<file path="src/logic/dao_pkg.sv">
// Shared constants, types and decode helpers for the dual converter output control.
// Assumes every user references items as dao_pkg::name.
package dao_pkg;

    ////////////////////////////////////////////////////////////////////////////
    // Widths and depths
    localparam int DATA_W     = 12;
    localparam int WORD_W     = 13;
    localparam int PIPE_DEPTH = 5;
    localparam int FIFO_DEPTH = 8;
    localparam int PIN_COUNT  = 9;

    ////////////////////////////////////////////////////////////////////////////
    // Input pin vector field positions and the word's flag bit
    localparam int PIN_CLK_A   = 0;
    localparam int PIN_CLK_B   = 1;
    localparam int PIN_ROUTE   = 2;
    localparam int PIN_PD_A    = 3;
    localparam int PIN_PD_B    = 4;
    localparam int PIN_EN_N_A  = 5;
    localparam int PIN_EN_N_B  = 6;
    localparam int PIN_LEVEL_L = 7;
    localparam int PIN_LEVEL_H = 8;
    localparam int WORD_FLAG   = 12;

    ////////////////////////////////////////////////////////////////////////////
    // Reset values
    localparam logic [11:0] RESET_CODE  = 12'h000;
    localparam logic        RESET_FLAG  = 1'h0;
    localparam logic        RESET_OE_N  = 1'h1;
    localparam logic [8:0]  RESET_PINS  = 9'h000;

    ////////////////////////////////////////////////////////////////////////////
    // Four-level format input, coded as a two-bit level
    localparam logic [1:0] LEVEL_GND   = 2'h0;
    localparam logic [1:0] LEVEL_THIRD = 2'h1;
    localparam logic [1:0] LEVEL_TWO3  = 2'h2;
    localparam logic [1:0] LEVEL_FULL  = 2'h3;

    typedef enum logic [1:0] {
        DAO_RUN_DRIVE = 2'b00,
        DAO_RUN_HIZ   = 2'b01,
        DAO_NAP       = 2'b10,
        DAO_SLEEP     = 2'b11
    } dao_pwr_t;

    localparam dao_pwr_t RESET_PWR = DAO_SLEEP;

    ////////////////////////////////////////////////////////////////////////////
    // Helpers
    function automatic dao_pwr_t dao_pwr_decode(input logic pd, input logic en_n);
        dao_pwr_t m;
        m = DAO_SLEEP;
        unique case ({pd, en_n})
            2'b00: m = DAO_RUN_DRIVE;
            2'b01: m = DAO_RUN_HIZ;
            2'b10: m = DAO_NAP;
            2'b11: m = DAO_SLEEP;
        endcase
        return m;
    endfunction

    function automatic logic dao_is_twos(input logic [1:0] level);
        return (level == LEVEL_TWO3) || (level == LEVEL_FULL);
    endfunction

    function automatic logic dao_is_stab(input logic [1:0] level);
        return (level == LEVEL_THIRD) || (level == LEVEL_TWO3);
    endfunction

    function automatic logic [11:0] dao_format(input logic [11:0] code, input logic twos);
        return {code[11] ^ twos, code[10:0]};
    endfunction

endpackage

</file>
<file path="src/logic/dao_fifo.sv">
// Small synchronous FIFO with valid and ready on both sides.
// Assumes one clock and an asynchronous active-high reset.
`timescale 1ns/1ps
module dao_fifo #(
    parameter int WIDTH = 13,
    parameter int DEPTH = 8
) (
    input  wire logic             core_clk,
    input  wire logic             rst,
    input  wire logic             in_valid,
    output logic                  in_ready,
    input  wire logic [WIDTH-1:0] in_data,
    output logic                  out_valid,
    input  wire logic             out_ready,
    output logic      [WIDTH-1:0] out_data
);
    localparam int AW = $clog2(DEPTH);

    logic [WIDTH-1:0] mem [DEPTH];
    logic [AW-1:0]    wr_ptr;
    logic [AW-1:0]    rd_ptr;
    logic [AW:0]      count;
    logic             do_wr;
    logic             do_rd;

    assign in_ready  = (count != (AW+1)'(DEPTH));
    assign out_valid = (count != '0);
    assign do_wr     = in_valid & in_ready;
    assign do_rd     = out_valid & out_ready;
    assign out_data  = mem[rd_ptr];

    ////////////////////////////////////////////////////////////////////////////
    // Storage
    always_ff @(posedge core_clk) begin
        if (do_wr) begin
            mem[wr_ptr] <= in_data;
        end
    end

    ////////////////////////////////////////////////////////////////////////////
    // Pointers and fill count
    always_ff @(posedge core_clk or posedge rst) begin
        if (rst) begin
            wr_ptr <= '0;
            rd_ptr <= '0;
            count  <= '0;
        end else begin
            if (do_wr) begin
                wr_ptr <= (wr_ptr == AW'(DEPTH - 1)) ? '0 : wr_ptr + AW'(1);
            end
            if (do_rd) begin
                rd_ptr <= (rd_ptr == AW'(DEPTH - 1)) ? '0 : rd_ptr + AW'(1);
            end
            count <= count + (AW+1)'(do_wr) - (AW+1)'(do_rd);
        end
    end

endmodule // dao_fifo

</file>
<file path="src/logic/dao_top.sv">
// Dual-channel converter output control: sampling pipeline, format, routing, power modes.
// Assumes the pin inputs are asynchronous and the conversion codes come from core_clk logic.
//
// Overview of operation
// Each channel samples on its own rising edge
// Route high: channel A on bus A
// Route low: channels swapped between buses
// Other party may tie route and clocks
// Shutdown low: convert; enable low drives outputs
// Shutdown high: nap or sleep, outputs high-Z
// Power and drive applied per channel
// One format input governs both channels
// Four levels decode format and stabilizer
// Twelve-bit result, top bit is MSB
// Range flag high on over or under
// Result appears five sample edges later
// Twos complement inverts MSB; flag travels along
// Nap and sleep stop all new results
`timescale 1ns/1ps
module dao_top (
    input  wire logic        core_clk,
    input  wire logic        rst,
    input  wire logic        sample_clock_a,
    input  wire logic        sample_clock_b,
    input  wire logic        bus_route_select,
    input  wire logic        power_down_a,
    input  wire logic        power_down_b,
    input  wire logic        drive_enable_n_a,
    input  wire logic        drive_enable_n_b,
    input  wire logic [1:0]  format_mode_level,
    input  wire logic [11:0] conv_code_a,
    input  wire logic        conv_range_a,
    input  wire logic [11:0] conv_code_b,
    input  wire logic        conv_range_b,
    output logic      [11:0] result_bus_a,
    output logic             range_flag_a,
    output logic             result_oe_n_a,
    output logic      [11:0] result_bus_b,
    output logic             range_flag_b,
    output logic             result_oe_n_b,
    output logic             stabilizer_on,
    output logic             twos_complement_on,
    output logic             sample_lost_a,
    output logic             sample_lost_b
);

    ////////////////////////////////////////////////////////////////////////////
    // Pin synchronisers
    logic [dao_pkg::PIN_COUNT-1:0] pin_raw;
    logic [dao_pkg::PIN_COUNT-1:0] pin_meta;
    logic [dao_pkg::PIN_COUNT-1:0] pin_sync;
    logic [1:0]                    clk_s;
    logic [1:0]                    pd_s;
    logic [1:0]                    en_n_s;
    logic                          route_s;
    logic [1:0]                    level_s;
    logic [11:0]                   code_in [2];
    logic [1:0]                    range_in;
    logic [1:0]                    level_prev;

    assign pin_raw = {format_mode_level, drive_enable_n_b, drive_enable_n_a,
                      power_down_b, power_down_a, bus_route_select, sample_clock_b, sample_clock_a};

    always_ff @(posedge core_clk or posedge rst) begin
        if (rst) begin
            pin_meta <= dao_pkg::RESET_PINS;
            pin_sync <= dao_pkg::RESET_PINS;
        end else begin
            pin_meta <= pin_raw;
            pin_sync <= pin_meta;
        end
    end

    assign clk_s   = {pin_sync[dao_pkg::PIN_CLK_B], pin_sync[dao_pkg::PIN_CLK_A]};
    assign pd_s    = {pin_sync[dao_pkg::PIN_PD_B], pin_sync[dao_pkg::PIN_PD_A]};
    assign en_n_s  = {pin_sync[dao_pkg::PIN_EN_N_B], pin_sync[dao_pkg::PIN_EN_N_A]};
    assign route_s = pin_sync[dao_pkg::PIN_ROUTE];
    assign level_s = pin_sync[dao_pkg::PIN_LEVEL_H:dao_pkg::PIN_LEVEL_L];

    assign code_in[0] = conv_code_a;
    assign code_in[1] = conv_code_b;
    assign range_in   = {conv_range_b, conv_range_a};

    ////////////////////////////////////////////////////////////////////////////
    // Shared format and stabilizer
    // Shared level decode
    always_ff @(posedge core_clk or posedge rst) begin
        if (rst) begin
            level_prev         <= dao_pkg::LEVEL_GND;
            twos_complement_on <= 1'h0;
            stabilizer_on      <= 1'h0;
        end else begin
            level_prev <= level_s;
            // Level bits may settle a cycle apart; act on agreement
            if (level_s == level_prev) begin
                twos_complement_on <= dao_pkg::dao_is_twos(level_s);
                stabilizer_on      <= dao_pkg::dao_is_stab(level_s);
            end
        end
    end

    ////////////////////////////////////////////////////////////////////////////
    // Per-channel pipeline, buffer and result register
    for (genvar ch = 0; ch < 2; ch++) begin : chan
        dao_pkg::dao_pwr_t            pwr;
        logic                         prev_clk;
        logic                         edge_hit;
        logic                         active;
        logic                         advance;
        logic                         push;
        logic                         in_ready;
        logic                         out_valid;
        logic                         pop;
        logic [dao_pkg::WORD_W-1:0]   fifo_q;
        logic [dao_pkg::PIPE_DEPTH-1:0] st_vld;
        logic [dao_pkg::WORD_W-1:0]   st [dao_pkg::PIPE_DEPTH];
        logic [11:0]                  word;
        logic                         flag;
        logic                         hiz;
        logic                         lost;

        // Own clock edge
        assign edge_hit = clk_s[ch] & ~prev_clk;
        assign active   = (pwr == dao_pkg::DAO_RUN_DRIVE) || (pwr == dao_pkg::DAO_RUN_HIZ);
        // Halted when asleep
        assign advance  = edge_hit & active & in_ready;
        assign push     = advance & st_vld[dao_pkg::PIPE_DEPTH-1];
        assign pop      = out_valid & active;
        // Drive only in normal mode
        assign hiz      = (pwr != dao_pkg::DAO_RUN_DRIVE);

        always_ff @(posedge core_clk or posedge rst) begin
            if (rst) begin
                prev_clk <= 1'h0;
            end else begin
                prev_clk <= clk_s[ch];
            end
        end

        // Per-channel power state
        always_ff @(posedge core_clk or posedge rst) begin
            if (rst) begin
                pwr <= dao_pkg::RESET_PWR;
            end else begin
                pwr <= dao_pkg::dao_pwr_decode(pd_s[ch], en_n_s[ch]);
            end
        end

        // Five-stage sample pipeline
        always_ff @(posedge core_clk or posedge rst) begin
            if (rst) begin
                st_vld <= '0;
            end else if (!active) begin
                st_vld <= '0;
            end else if (advance) begin
                st_vld <= {st_vld[dao_pkg::PIPE_DEPTH-2:0], 1'h1};
            end
        end

        // Flag rides with its code
        always_ff @(posedge core_clk) begin
            if (advance) begin
                st[0] <= {range_in[ch], code_in[ch]};
                for (int i = 1; i < dao_pkg::PIPE_DEPTH; i++) begin
                    st[i] <= st[i-1];
                end
            end
        end

        always_ff @(posedge core_clk or posedge rst) begin
            if (rst) begin
                lost <= 1'h0;
            end else begin
                lost <= edge_hit & active & ~in_ready;
            end
        end

        dao_fifo #(
            .WIDTH (dao_pkg::WORD_W),
            .DEPTH (dao_pkg::FIFO_DEPTH)
        ) u_fifo (
            .core_clk  (core_clk),
            .rst       (rst),
            .in_valid  (push),
            .in_ready  (in_ready),
            .in_data   (st[dao_pkg::PIPE_DEPTH-1]),
            .out_valid (out_valid),
            .out_ready (active),
            .out_data  (fifo_q)
        );

        // Format applied on release
        always_ff @(posedge core_clk or posedge rst) begin
            if (rst) begin
                word <= dao_pkg::RESET_CODE;
                flag <= dao_pkg::RESET_FLAG;
            end else if (pop) begin
                word <= dao_pkg::dao_format(fifo_q[11:0], twos_complement_on);
                flag <= fifo_q[dao_pkg::WORD_FLAG];
            end
        end
    end

    assign sample_lost_a = chan[0].lost;
    assign sample_lost_b = chan[1].lost;

    ////////////////////////////////////////////////////////////////////////////
    // Bus routing
    // Route or swap buses
    always_ff @(posedge core_clk or posedge rst) begin
        if (rst) begin
            result_bus_a  <= dao_pkg::RESET_CODE;
            range_flag_a  <= dao_pkg::RESET_FLAG;
            result_oe_n_a <= dao_pkg::RESET_OE_N;
            result_bus_b  <= dao_pkg::RESET_CODE;
            range_flag_b  <= dao_pkg::RESET_FLAG;
            result_oe_n_b <= dao_pkg::RESET_OE_N;
        end else if (route_s) begin
            result_bus_a  <= chan[0].word;
            range_flag_a  <= chan[0].flag;
            result_oe_n_a <= chan[0].hiz;
            result_bus_b  <= chan[1].word;
            range_flag_b  <= chan[1].flag;
            result_oe_n_b <= chan[1].hiz;
        end else begin
            result_bus_a  <= chan[1].word;
            range_flag_a  <= chan[1].flag;
            result_oe_n_a <= chan[1].hiz;
            result_bus_b  <= chan[0].word;
            range_flag_b  <= chan[0].flag;
            result_oe_n_b <= chan[0].hiz;
        end
    end
endmodule // dao_top

</file>
<file path="config.mk">
export PLATFORM = sky130hd
export DESIGN_NAME = dao_top
export DESIGN_NICKNAME = d
export VERILOG_FILES = /design/src/logic/dao_pkg.sv /design/src/logic/dao_fifo.sv /design/src/logic/dao_top.sv
export SDC_FILE = /design/constraint.sdc
export NUM_CORES = 1
export LEC_CHECK = 0
export ABC_AREA = 0
export BUFFER_PORTS_ARGS = -buffer_cell sky130_fd_sc_hd__buf_2
export CAP_MARGIN = 0
export CORE_ASPECT_RATIO = 1.5
export CORE_MARGIN = 2
export CORE_UTILIZATION = 65
export CTS_BUF_LIST = sky130_fd_sc_hd__clkbuf_16
export CTS_CLUSTER_DIAMETER = 150
export DETAILED_ROUTE_END_ITERATION = 6
export GPL_TIMING_DRIVEN = 0
export MAX_ROUTING_LAYER = met4
export PLACE_DENSITY = 0.89
export SETUP_SLACK_MARGIN = 0.5
export SYNTH_ARGS = -nofsm -noshare
export SYNTH_HDL_FRONTEND = slang
export SYNTH_SLANG_ARGS = --single-unit
</file>
<file path="constraint.sdc">
create_clock -name core_clk -period 9.2 [get_ports core_clk]
set_clock_uncertainty 0.1 [all_clocks]
set_input_delay 0.46 -clock core_clk [delete_from_list [all_inputs] [get_ports core_clk]]
set_output_delay 0.46 -clock core_clk [all_outputs]
set_load 0.1 [all_outputs]
</file>
# After elaboration in Yosys (flattened, before gate mapping)

Memory sizes are Yosys's and may differ from the RTL's.
Index checks and enable logic that the tools add are counted.

Output and inout port bits: 32
Input port bits: 37
Bits in writable memories: 338
Memories kept: 4
Register bits after elaboration: 114

Memory list:

| name               | depth | bits a word | read ports | clocked after memory_dff | wr ports | line           | text |
|---|---|---|---|---|---|---|---|
| chan[0].u_fifo.mem | 8     | 13          | 1          | 0                        | 1        | dao_fifo.sv:19 | `logic [WIDTH-1:0] mem [DEPTH];` |
| chan[1].u_fifo.mem | 8     | 13          | 1          | 0                        | 1        | dao_fifo.sv:19 |  |
| chan[0].st         | 5     | 13          | 5          | 0                        | 5        | dao_top.sv:116 | `logic [dao_pkg::WORD_W-1:0] st [dao_pkg::PIPE_DEPTH];` |
| chan[1].st         | 5     | 13          | 5          | 0                        | 5        | dao_top.sv:116 |  |

Mux-type cells: 24
Bitwise gates (word level): 20
Equality and inequality tests: 20
Reductions and logical operators: 12
Add/sub/neg operators: 8

Operator list:

| cell                  | count |
|---|---|
| $mux W12              | 2 |
| $mux W5               | 4 |
| $pmux W2 S4           | 2 |
| $and A1 B1 Y1         | 14 |
| $add A3 B1 Y3 const B | 4 |
| $eq A2 B2 Y1 const B  | 6 |
| $eq A3 B3 Y1 const B  | 4 |
| $mux W1               | 12 |
| $mux W3               | 4 |
| $eq A2 B1 Y1 const B  | 5 |
| $add A4 B1 Y4         | 2 |
| $logic_not A2 Y1      | 4 |
| $ne A4 B4 Y1 const B  | 2 |
| $reduce_bool A4 Y1    | 2 |
| $sub A4 B1 Y4         | 2 |
| $logic_or A1 B1 Y1    | 4 |
| $ne A2 B1 Y1 const B  | 2 |
| $not A1 Y1            | 4 |
| $reduce_bool A2 Y1    | 2 |
| $eq A2 B2 Y1          | 1 |
| $xor A1 B1 Y1         | 2 |

# Logic depth before layout (Yosys ltp)

Word-level depth: 8
Gate-level depth with buffers: 11

# Modules after synthesis

A second synthesis with hierarchy kept.

Cells, all modules: 760
Area, all modules: 16,549.6 µm²

Modules (own cells, without submodules):

| module   | seq. area each (µm²) | instances | area an instance (µm²) | cells an instance |
|---|---|---|---|---|
| dao_fifo | 3,373.2              | 2         | 4,614.4                | 207 |
| dao_top  | 6,263.5              | 1         | 7,320.8                | 346 |

# Least setup slack after synthesis

Ideal clock, no wire load.

Kind: reg2reg
Start point: reg chan[0].pwr[1]
End point: mem chan[0].u_fifo.mem[1][0] (enable)
Library setup time: 0.400 ns
Arrival: 2.976 ns
Path slack: 5.725 ns
Data required time: 8.700 ns
Path buffers: 1
Period minus slack after synthesis: 3.475 ns
Cell stages (with the launch flop): 6
Path through: dfstp_2 nor3b_1 a21boi_0 buf_2 nand3_1 nor3_1

Longest elaborated chain between the ends: 8
Elaborated cells on any way between the ends: 9
Classes of those cells: eq/ne (1); mux (2); bitwise (4); reduce/logical (2)

Ends and longest elaborated chain:

| element                                          | line           | text |
|---|---|---|
| start: declaration                               | dao_top.sv:105 | `dao_pkg::dao_pwr_t pwr;` |
| start signal: assignment                         | dao_top.sv:143 | `pwr <= dao_pkg::RESET_PWR;` |
| start signal: assignment                         | dao_top.sv:145 | `pwr <= dao_pkg::dao_pwr_decode(pd_s[ch], en_n_s[ch]);` |
| $eq A2 B1 Y1 or $logic_not A2 Y1 (tied branches) | dao_top.sv:124 | `assign active = (pwr == dao_pkg::DAO_RUN_DRIVE) \|\| (pwr == dao_pkg::DAO_RUN_HIZ);` |
| $logic_or A1 B1 Y1 *                             | dao_top.sv:124 |  |
| $and A1 B1 Y1 * (2 in series)                    | dao_top.sv:126 | `assign advance = edge_hit & active & in_ready;` |
| via chan[0].advance                              | dao_top.sv:109 | `logic advance;` |
| $and A1 B1 Y1 *                                  | dao_top.sv:127 | `assign push = advance & st_vld[dao_pkg::PIPE_DEPTH-1];` |
| $and A1 B1 Y1 *                                  | dao_fifo.sv:28 | `assign do_wr = in_valid & in_ready;` |
| $mux W1 *                                        | dao_fifo.sv:35 | `if (do_wr) begin` |
| $mux W1 (not written as such) *                  | dao_fifo.sv:36 | `mem[wr_ptr] <= in_data;` |
| end: declaration                                 | dao_fifo.sv:19 |  |

The timed path passes the listed nets; every way through them passes the cells marked *.

# Final worst setup path

Start point: reg chan[0].pwr[1]
End point: mem chan[0].u_fifo.mem[7][12] (enable)

Same word-level chain as after synthesis.

==> metrics.md <==
| Metric | Value |
|---|---|
| Outcome | `complete, no violations` |
| Place WS | `5.56 ns` |
| Reg-to-reg startpoint | `chan[0].pwr[1]$_DFF_PP1_` |
| DIE HEIGHT | `197 um` |
| Final net count | `1000` |
| Crit end category | `register` |
| Vias after detailed routing | `7758` |
| End-of-flow core utilization | `75.9%` |
| Worst-Margin Slew | `1.38 ns` |
| Crit path launch type | `register` |
| Via count of the first global-routing pass | `8082` |
| Final Hold Viols | `0` |
| Worst IR Drop VDD | `300 uV` |
| Clk slew on worst S/H paths | `0.06 ns` |
| Sequential power share | `46.1%` |
| Number of antenna diodes | `0` |
| H-tree levels | `2` |
| Reported leakage power | `6.78 nW` |
| Die ar. | `26200 um^2` |
| Part of the Yosys area used for sequential elements | `80.6%` |
| Synth-to-Final Area Change | `14.9%` |
| Post-synth top area cell | `sky130_fd_sc_hd__edfxtp_1` |
| All-layer global routing usage | `24.7%` |
| Crit-path cells | `nor3b_1 > a21boi_0 > buf_4 > nand3_1 > nor2_1` |
| Final critical-path share of the clock period | `39.4%` |
| Post-DP HPWL | `17400 um` |
| Clock tree sinks | `452` |
| Number of distinct standard cells referenced by the synthesized netlist | `32` |
| Area of placed instances | `17100 um^2` |
| Required time reported for the critical path endpoint | `9.24 ns` |
| Number of storage elements in the synthesis netlist | `452` |
| Achievable frequency | `0.276 GHz` |
| Kind of critical path | `reg2reg` |
| Cells after DPL | `1192` |
| Slowest stage delay, CP | `1.09 ns` |
| Top cells by area in the synthesized netlist | `sky130_fd_sc_hd__edfxtp_1 63%, sky130_fd_sc_hd__dfrtp_1 17%, sky130_fd_sc_hd__mux4_2 6.8%` |
| Number of top-level design ports | `69` |
| Layout cells sized above 1 | `25.6%` |
| Clk buf depth | `3` |
| Switching share of power | `32.3%` |
| WP buf/inv | `1` |
| Wire length per cell after detailed routing | `23.0 um` |
| Wire length of the first global-routing pass | `46500 um` |
| Crit path arrival time | `3.66 ns` |
| Aggregate global routing overflow | `0` |
| Int Pwr | `3.67 mW` |
| Power per cell area | `292 nW/um^2` |
| Routed wire length | `29800 um` |
| Number of optimization iterations in the first detailed-route pass | `5` |
| IO Port Bufs | `68` |
| Final cell area excluding filler cells | `18600 um^2` |
| Setup repair after global routing missed its margin | `false` |
| Post-route setup slack | `5.58 ns` |
| Horizontal die dimension | `133 um` |
| Max-slew headroom | `7.40%` |
| Count of non-filler cells in the finished layout | `1291` |
| Total of endpoints with negative setup slack in the final report | `0` |
| Number of DRC violations after detailed-routing iteration 0 | `687` |
| Net count after synthesis | `849` |
| Cell Rows | `70` |
| Post-Synthesis Cell Area | `16200 um^2` |
| Post-CTS setup-driven buffer insertion count | `0` |
| Number of antenna violations at the first check in global routing | `0` |
| Reported max-cap violation count | `0` |
| Final slew viol count | `0` |
| Cell at the root of the clock tree | `sky130_fd_sc_hd__clkbuf_16` |
| Fin crit period | `3.62 ns` |
| Net switching power figure | `1.75 mW` |
| Combinational power share | `26.4%` |
| Gate count after technology mapping | `788` |
| Yosys warning total | `0` |
| Worst path top cell family by delay | `simple AND/OR/NAND/NOR gates` |
| Routability congestion estimate from global placement | `0.748` |
| Average size of a mapped cell | `20.5 um^2` |
| Number of buffers created by CTS | `38` |
| Total Neg Setup Slack | `0 ns` |
| Post-DR vias/cell | `6.01` |
| Largest fanout of any net on the critical path | `74` |
| Number of nets with antenna violations after detailed routing | `0` |
| Core region area | `24400 um^2` |
| Clock network latency to the later pin of the worst-skew pair | `0.53 ns` |
| Highest-delay cell along the critical path | `sky130_fd_sc_hd__nor2_1` |
| Initial core utilization | `66.1%` |
| Proportion of power drawn by the clock network | `27.5%` |
| Hold Startpoint | `conv_code_a[2]` |
| Hold Path Class | `in2reg` |
| Maximum number of pins on one net before global-route repair | `77` |
| TritonCTS clock tree | `done` |
| Start point of the critical path | `chan[0].pwr[1]$_DFF_PP1_` |
| Number of remaining DRC errors | `0` |
| Area share of the leading cell type in the synthesized netlist | `62.8%` |
cells in the mapped netlist, drive strengths merged:
cell      n
nor4      2
nand3     2
o21ai    11
o31ai     2
buf      12
and3      2
nor3b     2
clkbuf   19
nor3     10
fa        2
edfxtp  338
nor2     40
nor2b     1
a21oi    30
a21boi    2
a21o      4
dfrtp   108
dfstp     6
mux4     52
nand2    17
xor2      4
xnor2     4
mux2     38
nand3b    2
ha       22
inv      24
mux2i    27
nand2b    5
path summary, 6_finish.rpt:
path / slack (ns) / endpoint / cells after the start
setup reg to reg: 5.58 / chan[0].u_fifo.mem[7][12]$_DFFE_PP_ / 5
min in group asynchronous: 0.41 / chan[1].u_fifo.count[0]$_DFF_PP0_ / 3
hold reg to reg: 0.25 / pin_sync[5]$_DFF_PP0_ / 0
setup / recovery: 5.58 / chan[0].u_fifo.mem[7][12]$_DFFE_PP_ / 5
max in group asynchronous: 7.86 / stabilizer_on$_DFFE_PP0N_ / 4
hold / removal: 0.02 / chan[0].st[0][2]$_DFFE_PP_ / 1
power groups by stage:
stage / sequential (mW) / combinational, mW / clock, mW
after floorplan: 2.94 / 0.677 / 0
after global placement: 2.52 / 1.36 / 0
after global routing: 2.52 / 1.51 / 1.58
final: 2.50 / 1.43 / 1.49
after detailed placement: 2.54 / 1.40 / 0
after CTS: 2.50 / 1.44 / 1.50
timing repair:
action | in CTS | in global routing
hold buffers | 30 | 0
resized for setup | 0 | 0
hold endpoints to repair | 61 | 0
per-stage QoR:
| stage | total power [mW] | hold WS [ns] |
|---|---|---|
| after detailed placement | 3.94 | 0.236 |
| final | 5.42 | 0.0160 |
| after global placement | 3.88 | 0.231 |
| after global routing | 5.60 | 0.000565 |
| after CTS | 5.44 | 0.00163 |
| after floorplan | 3.62 | 0.231 |
layout by cell type, fill, tap and decap left out, types with 5 or more instances in the layout:
cell type                       netlist  routed
sky130_fd_sc_hd__a21oi_1             30      30
sky130_fd_sc_hd__buf_2                8      75
sky130_fd_sc_hd__buf_4                2       7
sky130_fd_sc_hd__buf_6                2       9
sky130_fd_sc_hd__clkbuf_1            19      18
sky130_fd_sc_hd__clkbuf_16            0      41
sky130_fd_sc_hd__clkinv_1             0       5
sky130_fd_sc_hd__dfrtp_1            108     108
sky130_fd_sc_hd__dfstp_2              6       6
sky130_fd_sc_hd__dlygate4sd3_1        0      30
sky130_fd_sc_hd__edfxtp_1           338     338
sky130_fd_sc_hd__ha_1                22      22
sky130_fd_sc_hd__inv_1               24      39
sky130_fd_sc_hd__mux2_2              37      37
sky130_fd_sc_hd__mux2i_1             27      27
sky130_fd_sc_hd__mux4_2              49      49
sky130_fd_sc_hd__nand2_1             17      17
sky130_fd_sc_hd__nand2b_1             5       5
sky130_fd_sc_hd__nor2_1              40      37
sky130_fd_sc_hd__nor3_2               0       8
sky130_fd_sc_hd__o21ai_0             11      11
final cells by class:
class	count	area, um^2
multi-input combinational	281	2960
clock inverter	27	115
inverter	24	92.6
tap	324	405
buffer	31	155
sequential	452	13000
fill	1242	5880
timing repair buffer	111	792
clock buffer	41	1030
sequential cells by signal, indices dropped and copies added (netlist names), 4 cells and up:
| register | count |
|---|---|
| result_bus_b | 12 |
| pin_sync | 9 |
| chan.u_fifo.wr_ptr | 6 |
| pin_meta | 9 |
| chan.u_fifo.mem | 208 |
| chan.u_fifo.rd_ptr | 6 |
| result_bus_a | 12 |
| chan.pwr | 4 |
| chan.word | 24 |
| chan.st_vld | 10 |
| chan.u_fifo.count | 8 |
| chan.st | 130 |
logic make-up after synthesis:
kind of cell    share of synthesized area [%]
compound gates                           1.64
xor+xnor                                0.434
fa+ha+maj                                1.95
buf+inv                                  1.48
flops                                    80.6
mux                                      11.7
simple gates                             2.27
worst reg2reg max path: cells and delay by family, from the launching register on:
| kind | cells | cell delay [ns] |
|---|---|---|
| flip-flops | 1 | 0.39 |
| AO/OA/AOI/OAI | 1 | 0.31 |
| buffers and inverters | 1 | 0.73 |
| AND/OR/NAND/NOR | 3 | 1.69 |
metal layers:
metal | wire length, um | vias up | track usage (%)
met5 | 0 | - | -
met4 | 1030 | 0 | 9.36
met3 | 1830 | 74 | 3.57
met2 | 15800 | 363 | 41.0
met1 | 11100 | 3994 | 31.5
li1 | - | 3327 | -
No activity file was read; power rests on OpenSTA's default activity.
